==> src/stamp_enc_pkg.sv <==
// Constants and carrier types of the trace timestamp packet encoder.
// Assumes a single trace clock domain and a 32-bit APB register port.
`default_nettype none

package stamp_enc_pkg;

  // Register byte offsets
  localparam logic [11:0] CTRL_OFFSET = 12'h000;
  localparam logic [11:0] STATUS_OFFSET = 12'h004;
  localparam logic [11:0] DROPS_OFFSET = 12'h008;

  // Control fields
  localparam int CTRL_LOCAL_EN_BIT = 0;
  localparam int CTRL_GLOBAL_EN_BIT = 1;
  localparam int CTRL_FORCE_FULL_BIT = 2;
  localparam logic [1:0] CTRL_RESET = 2'h3;

  // Status fields
  localparam int STATUS_HIGH_PEND_BIT = 0;
  localparam int STATUS_BUSY_BIT = 1;
  localparam int STATUS_OVF_PEND_BIT = 2;
  localparam int STATUS_CLK_FLAG_BIT = 3;

  // Stamp widths
  localparam int LOCAL_WIDTH = 28;
  localparam int GLOBAL_WIDTH = 64;
  localparam int GLOBAL_LOW_WIDTH = 26;
  localparam int GLOBAL_HIGH_WIDTH = GLOBAL_WIDTH - GLOBAL_LOW_WIDTH;
  localparam int GROUP_BITS = 7;
  localparam int DROPS_WIDTH = 16;

  // Packet bytes and lengths
  localparam logic [7:0] OVERFLOW_HEADER = 8'h70;
  localparam logic [7:0] LOW_PART_HEADER = 8'h94;
  localparam logic [7:0] HIGH_PART_HEADER = 8'hb4;
  localparam logic [3:0] LOCAL_HEADER_LOW = 4'h0;
  localparam logic [2:0] SINGLE_MIN = 3'h1;
  localparam logic [2:0] SINGLE_MAX = 3'h6;
  localparam logic [1:0] REL_SYNC = 2'h0;
  localparam logic [2:0] LOW_FULL_GROUPS = 3'h4;
  localparam logic [2:0] HIGH_PART_PAYLOAD = 3'h6;
  localparam logic [2:0] NO_PAYLOAD = 3'h0;

  // Local stamp request with its relation code
  typedef struct packed {
    logic valid;
    logic [1:0] stamp_relation_code;
  } local_req_type;

  // Global stamp request with the sampled absolute value
  typedef struct packed {
    logic valid;
    logic [GLOBAL_WIDTH-1:0] stamp_value_field;
  } global_req_type;

  typedef enum logic [1:0] {
    ST_IDLE = 2'b00,
    ST_SEND = 2'b01
  } enc_state_type;

endpackage : stamp_enc_pkg

`default_nettype wire

==> src/trace_timestamp_packet_encoder.sv <==
// Local and global timestamp packet encoder for a byte-wide trace stream.
// Assumes sources present one-cycle requests and the sink stalls with out_ready.
//
// Local design decisions: the placing of the registers and register access over APB.
`default_nettype none

module trace_timestamp_packet_encoder (
  // Clock, reset, enable
  input wire logic ref_clk,
  input wire logic rst_n,
  input wire logic clk_en,
  // APB register port
  input wire logic psel,
  input wire logic penable,
  input wire logic pwrite,
  input wire logic [11:0] paddr,
  input wire logic [31:0] pwdata,
  output logic [31:0] prdata,
  output logic pready,
  output logic pslverr,
  // Stamp requests
  input wire stamp_enc_pkg::local_req_type local_req,
  input wire stamp_enc_pkg::global_req_type global_req,
  input wire logic clock_change,
  // Byte stream to the trace port unit
  output logic [7:0] out_data,
  output logic out_valid,
  input wire logic out_ready
);

  ////////////////////////////////////////////////////////////////////////////
  // State
  stamp_enc_pkg::enc_state_type state_ff, nxt_state;
  logic [7:0] out_data_ff, nxt_out_data;
  logic out_valid_ff, nxt_out_valid;
  logic [5:0][7:0] buf_ff, nxt_buf;
  logic [2:0] rem_ff, nxt_rem;
  logic [stamp_enc_pkg::LOCAL_WIDTH-1:0] ctr_ff, nxt_ctr;
  logic ovf_pend_ff, nxt_ovf_pend;
  logic clk_flag_ff, nxt_clk_flag;
  logic full_req_ff, nxt_full_req;
  logic hi_pend_ff, nxt_hi_pend;
  logic [stamp_enc_pkg::GLOBAL_HIGH_WIDTH-1:0] hi_q_ff, nxt_hi_q;
  logic [stamp_enc_pkg::GLOBAL_HIGH_WIDTH-1:0] hi_last_ff, nxt_hi_last;
  logic [stamp_enc_pkg::GLOBAL_LOW_WIDTH-1:0] low_last_ff, nxt_low_last;
  logic [stamp_enc_pkg::DROPS_WIDTH-1:0] drops_ff, nxt_drops;
  logic [1:0] ctrl_ff, nxt_ctrl;
  logic [31:0] prdata_ff, nxt_prdata;
  logic pready_ff, nxt_pready;
  logic pslverr_ff, nxt_pslverr;

  // Launch decode
  logic idle;
  logic sel_ovf, sel_lts, sel_gl, sel_gh;
  logic lts_single, gl_wrap, gl_full;
  logic [3:0] lts_nz, gl_nz;
  logic [2:0] lts_len, gl_cnt, gl_len;
  logic [6:0][7:0] pkt;
  logic [2:0] pkt_rem;
  logic [stamp_enc_pkg::GLOBAL_LOW_WIDTH-1:0] ts_low;
  logic [stamp_enc_pkg::GLOBAL_HIGH_WIDTH-1:0] ts_high;
  logic [6:0] gl_grp3;
  logic apb_setup, apb_wr;

  assign ts_low = global_req.stamp_value_field[stamp_enc_pkg::GLOBAL_LOW_WIDTH-1:0];
  assign ts_high = global_req.stamp_value_field[stamp_enc_pkg::GLOBAL_WIDTH-1:
                                                stamp_enc_pkg::GLOBAL_LOW_WIDTH];

  ////////////////////////////////////////////////////////////////////////////
  // Group compression
  always_comb begin
    for (int i = 0; i < 4; i++) begin
      lts_nz[i] = |ctr_ff[i*7 +: 7];
    end
    for (int i = 0; i < 3; i++) begin
      gl_nz[i] = ts_low[i*7 +: 7] != low_last_ff[i*7 +: 7];
    end
    gl_nz[3] = ts_low[25:21] != low_last_ff[25:21];
  end

  stamp_group_len u_local_len (
    .group_nz(lts_nz),
    .byte_cnt(lts_len)
  );

  stamp_group_len u_global_len (
    .group_nz(gl_nz),
    .byte_cnt(gl_cnt)
  );

  ////////////////////////////////////////////////////////////////////////////
  // Packet selection and assembly
  always_comb begin
    idle = (state_ff == stamp_enc_pkg::ST_IDLE);
    // Overflow first, then local, low part, and the queued high part last
    sel_ovf = idle && ovf_pend_ff;
    sel_lts = idle && !ovf_pend_ff && local_req.valid && ctrl_ff[0];
    sel_gl = idle && !ovf_pend_ff && !sel_lts && global_req.valid && ctrl_ff[1];
    sel_gh = idle && !ovf_pend_ff && !sel_lts && !sel_gl && hi_pend_ff;
    lts_single = (local_req.stamp_relation_code == stamp_enc_pkg::REL_SYNC) &&
                 (ctr_ff >= 28'(stamp_enc_pkg::SINGLE_MIN)) &&
                 (ctr_ff <= 28'(stamp_enc_pkg::SINGLE_MAX));
    gl_wrap = ts_high != hi_last_ff;
    gl_full = gl_wrap || clk_flag_ff || full_req_ff;
    gl_len = gl_full ? stamp_enc_pkg::LOW_FULL_GROUPS : gl_cnt;
    gl_grp3 = {gl_wrap, clk_flag_ff, ts_low[25:21]};
    pkt = '0;
    pkt_rem = stamp_enc_pkg::NO_PAYLOAD;
    if (sel_ovf) begin
      pkt[0] = stamp_enc_pkg::OVERFLOW_HEADER;
    end else if (sel_lts && lts_single) begin
      pkt[0] = {1'b0, ctr_ff[2:0], stamp_enc_pkg::LOCAL_HEADER_LOW};
    end else if (sel_lts) begin
      // Relation code passes straight into the header
      pkt[0] = {2'b11, local_req.stamp_relation_code,
                stamp_enc_pkg::LOCAL_HEADER_LOW};
      pkt_rem = lts_len;
      for (int i = 0; i < 4; i++) begin
        pkt[i+1] = {3'(i + 1) < lts_len, ctr_ff[i*7 +: 7]};
      end
    end else if (sel_gl) begin
      pkt[0] = stamp_enc_pkg::LOW_PART_HEADER;
      pkt_rem = gl_len;
      for (int i = 0; i < 3; i++) begin
        pkt[i+1] = {3'(i + 1) < gl_len, ts_low[i*7 +: 7]};
      end
      pkt[4] = {1'b0, gl_grp3};
    end else if (sel_gh) begin
      pkt[0] = stamp_enc_pkg::HIGH_PART_HEADER;
      pkt_rem = stamp_enc_pkg::HIGH_PART_PAYLOAD;
      for (int i = 0; i < 3; i++) begin
        pkt[i+1] = {1'b1, hi_q_ff[i*7 +: 7]};
      end
      // Wide build: byte 3 continues and carries bits 53..47
      pkt[4] = {1'b1, hi_q_ff[27:22], hi_q_ff[21]};
      pkt[5] = {1'b1, hi_q_ff[34:28]};
      // Last byte of a 7-byte packet has no continuation meaning
      pkt[6] = {5'h00, hi_q_ff[37:35]};
    end
  end

  ////////////////////////////////////////////////////////////////////////////
  // Output stream and stamp state
  always_comb begin
    nxt_state = state_ff;
    nxt_out_data = out_data_ff;
    nxt_out_valid = out_valid_ff;
    nxt_buf = buf_ff;
    nxt_rem = rem_ff;
    if (out_valid_ff && out_ready) begin
      if (rem_ff != stamp_enc_pkg::NO_PAYLOAD) begin
        nxt_out_data = buf_ff[0];
        nxt_buf = {8'h00, buf_ff[5:1]};
        nxt_rem = rem_ff - 3'h1;
      end else begin
        nxt_out_valid = 1'b0;
        nxt_state = stamp_enc_pkg::ST_IDLE;
      end
    end
    if (sel_ovf || sel_lts || sel_gl || sel_gh) begin
      nxt_out_data = pkt[0];
      nxt_out_valid = 1'b1;
      nxt_buf = pkt[6:1];
      nxt_rem = pkt_rem;
      nxt_state = stamp_enc_pkg::ST_SEND;
    end
    // Counter restarts when a local packet leaves, and wraps to zero from all ones
    nxt_ctr = sel_lts ? '0 : ctr_ff + 28'h1;
    nxt_ovf_pend = (ovf_pend_ff && !sel_ovf) || (!sel_lts && (&ctr_ff));
    nxt_clk_flag = clock_change || (clk_flag_ff && !sel_gl);
    nxt_full_req = (apb_wr && paddr == stamp_enc_pkg::CTRL_OFFSET &&
                    pwdata[stamp_enc_pkg::CTRL_FORCE_FULL_BIT]) ||
                   (full_req_ff && !sel_gl);
    nxt_hi_pend = (sel_gl && gl_full) || (hi_pend_ff && !sel_gh);
    // Queued high part follows the newest low part sent
    nxt_hi_q = (sel_gl && (gl_full || hi_pend_ff)) ? ts_high : hi_q_ff;
    nxt_hi_last = sel_gh ? hi_q_ff : hi_last_ff;
    nxt_low_last = sel_gl ? ts_low : low_last_ff;
    // Requests lost to a busy output are only counted
    nxt_drops = drops_ff + 16'((local_req.valid && ctrl_ff[0] && !sel_lts) ||
                               (global_req.valid && ctrl_ff[1] && !sel_gl));
  end

  ////////////////////////////////////////////////////////////////////////////
  // APB slave, zero wait states
  always_comb begin
    apb_setup = psel && !penable;
    apb_wr = psel && penable && pready_ff && pwrite;
    nxt_pready = apb_setup;
    nxt_pslverr = 1'b0;
    nxt_prdata = 32'h0000_0000;
    nxt_ctrl = ctrl_ff;
    if (apb_setup) begin
      unique case (paddr)
        stamp_enc_pkg::CTRL_OFFSET: nxt_prdata = {30'h0, ctrl_ff};
        stamp_enc_pkg::STATUS_OFFSET: nxt_prdata = {28'h0, clk_flag_ff, ovf_pend_ff,
                                                    out_valid_ff, hi_pend_ff};
        stamp_enc_pkg::DROPS_OFFSET: nxt_prdata = {16'h0, drops_ff};
        default: nxt_pslverr = 1'b1;
      endcase
    end
    if (apb_wr && paddr == stamp_enc_pkg::CTRL_OFFSET) begin
      nxt_ctrl = pwdata[1:0];
    end
  end

  ////////////////////////////////////////////////////////////////////////////
  // Registers
  always_ff @(posedge ref_clk or negedge rst_n) begin
    if (!rst_n) begin
      state_ff <= stamp_enc_pkg::ST_IDLE;
      out_data_ff <= 8'h00;
      out_valid_ff <= 1'b0;
      buf_ff <= '0;
      rem_ff <= 3'h0;
      ctr_ff <= '0;
      ovf_pend_ff <= 1'b0;
      clk_flag_ff <= 1'b0;
      full_req_ff <= 1'b1;
      hi_pend_ff <= 1'b0;
      hi_q_ff <= '0;
      hi_last_ff <= '0;
      low_last_ff <= '0;
      drops_ff <= '0;
      ctrl_ff <= stamp_enc_pkg::CTRL_RESET;
      prdata_ff <= 32'h0000_0000;
      pready_ff <= 1'b0;
      pslverr_ff <= 1'b0;
    end else if (clk_en) begin
      state_ff <= nxt_state;
      out_data_ff <= nxt_out_data;
      out_valid_ff <= nxt_out_valid;
      buf_ff <= nxt_buf;
      rem_ff <= nxt_rem;
      ctr_ff <= nxt_ctr;
      ovf_pend_ff <= nxt_ovf_pend;
      clk_flag_ff <= nxt_clk_flag;
      full_req_ff <= nxt_full_req;
      hi_pend_ff <= nxt_hi_pend;
      hi_q_ff <= nxt_hi_q;
      hi_last_ff <= nxt_hi_last;
      low_last_ff <= nxt_low_last;
      drops_ff <= nxt_drops;
      ctrl_ff <= nxt_ctrl;
      prdata_ff <= nxt_prdata;
      pready_ff <= nxt_pready;
      pslverr_ff <= nxt_pslverr;
    end
  end

  assign out_data = out_data_ff;
  assign out_valid = out_valid_ff;
  assign prdata = prdata_ff;
  assign pready = pready_ff;
  assign pslverr = pslverr_ff;
endmodule : trace_timestamp_packet_encoder

`default_nettype wire

==> src/stamp_group_len.sv <==
// Payload byte count from a mask of non-empty 7-bit groups.
// Assumes four groups, lowest group first; at least one byte is always kept.
`default_nettype none

module stamp_group_len (
  // Group mask
  input wire logic [3:0] group_nz,
  // Result
  output logic [2:0] byte_cnt
);

  always_comb begin
    byte_cnt = 3'h1;
    for (int i = 1; i < 4; i++) begin
      if (group_nz[i]) begin
        byte_cnt = 3'(i + 1);
      end
    end
  end

endmodule : stamp_group_len

`default_nettype wire

==> config.mk <==
export PLATFORM = sky130hd
export DESIGN_NAME = trace_timestamp_packet_encoder
export DESIGN_NICKNAME = d
export VERILOG_FILES = /design/src/stamp_enc_pkg.sv /design/src/trace_timestamp_packet_encoder.sv /design/src/stamp_group_len.sv
export SDC_FILE = /design/constraint.sdc
export NUM_CORES = 1
export LEC_CHECK = 0
export ABC_AREA = 1
export BUFFER_PORTS_ARGS = -buffer_cell sky130_fd_sc_hd__buf_4
export CAP_MARGIN = 20
export CORE_MARGIN = 4
export CORE_UTILIZATION = 54
export CTS_BUF_LIST = sky130_fd_sc_hd__clkbuf_8
export CTS_CLUSTER_DIAMETER = 150
export DETAILED_ROUTE_END_ITERATION = 10
export MAX_ROUTING_LAYER = met4
export PLACE_DENSITY_LB_ADDON = 0.3
export SETUP_SLACK_MARGIN = 0.3
export SLEW_MARGIN = 10
export SYNTH_ARGS = -nofsm -noshare
export SYNTH_HDL_FRONTEND = slang
export SYNTH_SLANG_ARGS = --single-unit
==> constraint.sdc <==
create_clock -name ref_clk -period 2.65 [get_ports ref_clk]
set_clock_uncertainty 0.05 [all_clocks]
set_input_delay 0.1325 -clock ref_clk [delete_from_list [all_inputs] [get_ports ref_clk]]
set_output_delay 0.1325 -clock ref_clk [all_outputs]
set_load 0.05 [all_outputs]
==> reports/qor.csv <==
metric,value,unit
CP top delay family,simple AND/OR/NAND/NOR gates,
most common cell in the synthesized netlist,nand2_1,
maximum VDD drop,0.392,mV
CP arrival,2.86,ns
Leakage,7.07,nW
CTS root buf,clkbuf_8,
Synth Area in Adders,0.00926,
RSZ-0062 raised after global routing,true,
crit end category,flop,
Critical Path Source Type,flop,
Main synth FF type,dfrtp_1,
worst stage delay on the critical path,0.54,ns
Routed Antenna Nets,0,
share of cells above drive strength 1,0.215,
Core ar.,19600,um^2
grt ovf,0,
Commonest cells post-synth,"268 x nand2_1, 215 x dfrtp_1, 139 x inv_1",
reg-to-reg startpoint,ctrl_ff[0]$_DFFE_PN1P_,
worst slew pin tran,0.735,ns
max-cap violations,0,
"EDFF count, synth",0,
Hold WS,0.0138,ns
number of max-slew violations in the final report,0,
GRT Total Usage,0.283,
Slowest cell on crit path,dfstp_2,
ratio of final minimum period to clock period,0.940,
NumNets Final,1648,
"Hold Violations, Final",0,
Synth top area share,0.498,
DR vias,10100,
die area,22300,um^2
synth top area cells,"dfrtp_1 50%, nand2_1 9.3%, o21ai_0 5.7%",
path type of the worst setup path,reg2reg,
CP Cell Sequence,nand2_2 > nand2_2 > nor2_4 > o22ai_2 > ha_2 > ha_4 > nand2_4 > nor3_4 > nand3_2 > nand3b_1 > nor2_2 > buf_4 > nand4_1 > xor2_1 > inv_1,
post-synth top area cell,dfrtp_1,
Cell Int Power,5.63,mW
post-synthesis register bit count,218,
Final min period,2.49,ns
Synth Area in XOR/XNOR,0.0332,
Fillers,1380,
DR iter-0 viols,1177,
top-level port count,163,
synthesized area per cell,8.44,um^2
Synth Area in Simple Gates,0.198,
global-route wire length before repair,48700,um
wire per inst,18.1,um
Unique masters post-synth,51,
P_sw,1.90,mW
Switching Share,0.252,
status,"finished, final reports clean",
PortBufs,117,
DRC Markers,0,
hold_sp,global_req[2],
Area Growth Syn to Fin,31.3,%
ant diodes,0,
detailed placement HPWL,20600,um
Die Wd,149,um
Post-Route WL,32800,um
CTS max path bufs,3,
Worst Setup SP,ctrl_ff[0]$_DFFE_PN1P_,
CTS tree,done,
Sink Count,218,
vias per cell,5.55,
worst hold-check path type,in2reg,
Combinational Power Share,0.084,
final worst-path setup slack,0.158,ns
Reg power frac,0.463,
largest net degree at the start of global routing,94,
number of antenna violations at the first check in global routing,0,
fmax,401,MHz
pre-CTS WS,0.00741,ns
Worst-Skew Late Latency,0.55,ns
largest family of logic cells by synthesized area,simple AND/OR/NAND/NOR gates,
Crit Path Max Fanout,3,
Worst Path Buf+Inv,2,
power share of the clock group,0.454,
H-tree depth,2,
compound-gate portion of the synthesized area,0.149,
total CTS buffers,39,
Clock transition at path regs,0.07,ns
# rows,51,
Finished Core Util,0.724,
initial core utilization,0.552,
Syn Inst Count,1280,
synth warn,0,
setup violation total in the final timing report,0,
pwr/cell area,530,nW/um^2
Fin Setup TNS,0,ns
sequential element share of the synthesized area,0.505,
Pre-Repair DR Iteration Count,7,
Synth async-reset ratio,1.00,
relative slew slack,0.510,
die height,149,um
final RePlAce weighted congestion,0.919,
vias in the first global route,9407,
post-synthesis mux area share,0.0198,
"Cell Area, Synth",10800,um^2
CP dominant cell by count,nand2_2,
Crit path required time,3.02,ns
[layer usage]
metal	share of wire	wire length (um)	global-route usage	vias to the layer above
li1	-	-	-	4653
met1	0.40	13100	0.382	4716
met2	0.46	15200	0.438	574
met3	0.097	3170	0.0566	124
met4	0.040	1300	0.0833	0
met5	0	0	-	-
[power groups by stage]
stage	Combinational (mW)	Sequential, mW	Clock, mW
2_1_floorplan	0.277	3.51	0
3_3_place_gp	0.521	3.53	0
3_5_place_dp	0.534	3.53	0
4_1_cts	0.618	3.47	3.43
5_1_grt	0.693	3.48	3.61
6_report	0.628	3.48	3.41
[cell usage in the layout (no fill, tap or decap), types with 5 or more instances in the layout]
cell type and instances:
a21oi_1 78, a21oi_2 12, a221oi_1 19, a22o_1 6, a22oi_1 8, a31oi_1 12
buf_12 7, buf_4 153, buf_6 5, clkbuf_8 53, conb_1 16, dfrtp_1 211
dlygate4sd3_1 72, ha_1 6, inv_1 145, mux2_2 19, nand2_1 263, nand2_2 10
nand2_4 5, nand3_1 23, nand4_1 13, nor2_1 126, nor2_2 9, nor2_4 6
nor3_1 23, nor4_1 5, o21ai_0 121, o21ai_1 5, o31ai_1 8, xnor2_1 7
xor2_1 34
[registers in the layout, summed over array words and instances, names as in the netlist, 2 cells and up]
name         flops
prdata          16
ctrl_ff          2
low_last_ff     19
buf_ff          43
drops_ff        16
rem_ff           3
ctr_ff          28
out_data         8
hi_last_ff      38
hi_q_ff         38
[what timing repair did]
item                       CTS  global route
hold buffers                72             0
buffers inserted             9            26
gates resized for setup      6            58
gates cloned                 0             8
pin swaps                    5             8
hold endpoints to repair   181             0
setup endpoints to repair   78            95
[path summary, 6_finish.rpt]
| check | endpoint | slack, ns | depth (start not counted) |
|---|---|---|---|
| max | drops_ff[12]$_DFFE_PN0P_ | 0.16 | 15 |
| min reg2reg | drops_ff[13]$_DFFE_PN0P_ | 0.42 | 1 |
| max reg2reg | drops_ff[12]$_DFFE_PN0P_ | 0.16 | 15 |
| min in group asynchronous | prdata[7]$_DFFE_PN0P_ | 0.14 | 2 |
| min | buf_ff[2]$_DFFE_PN0P_ | 0.01 | 5 |
| max in group asynchronous | hi_q_ff[6]$_DFFE_PN0P_ | 1.46 | 3 |
[through the flow]
| step | instances | power [mW] | cell area [um^2] |
|---|---|---|---|
| CTS | 1779 | 7.52 | 13600 |
| global placement | 1629 | 4.05 | 11900 |
| floorplan | 1295 | 3.79 | 10900 |
| finish | 1813 | 7.52 | 14200 |
| global route | 1813 | 7.78 | 14200 |
| detailed placement | 1629 | 4.06 | 11900 |
[final cells by class]
class / instances / area, um^2 / area share
multi-input combinational: 867 / 4670 / 0.330
sequential: 218 / 5460 / 0.385
inverter: 146 / 586 / 0.0413
clock buffer: 53 / 729 / 0.0514
tap: 265 / 332 / 0.0234
clock inverter: 16 / 126 / 0.00891
timing repair inverter: 3 / 35.0 / 0.00247
timing repair buffer: 245 / 2240 / 0.158
[worst min-delay path, cell delays in order]
cell	delay (ns)
buf_4	0.10
a22oi_1	0.08
nand2_1	0.07
a22oi_1	0.08
o21ai_1	0.13
[kinds of logic (layout without fill, tap and decap cells)]
family / Yosys count / after routing
other: 1 / 16
xor gates and xnor gates: 41 / 41
and+or+nand+nor: 500 / 500
DFF: 218 / 218
muxes: 19 / 19
adders and majority gates: 8 / 8
AOI/OAI and AO/OA: 283 / 283
buffers and inverters: 210 / 463
Power figures use the tool's default switching activity.
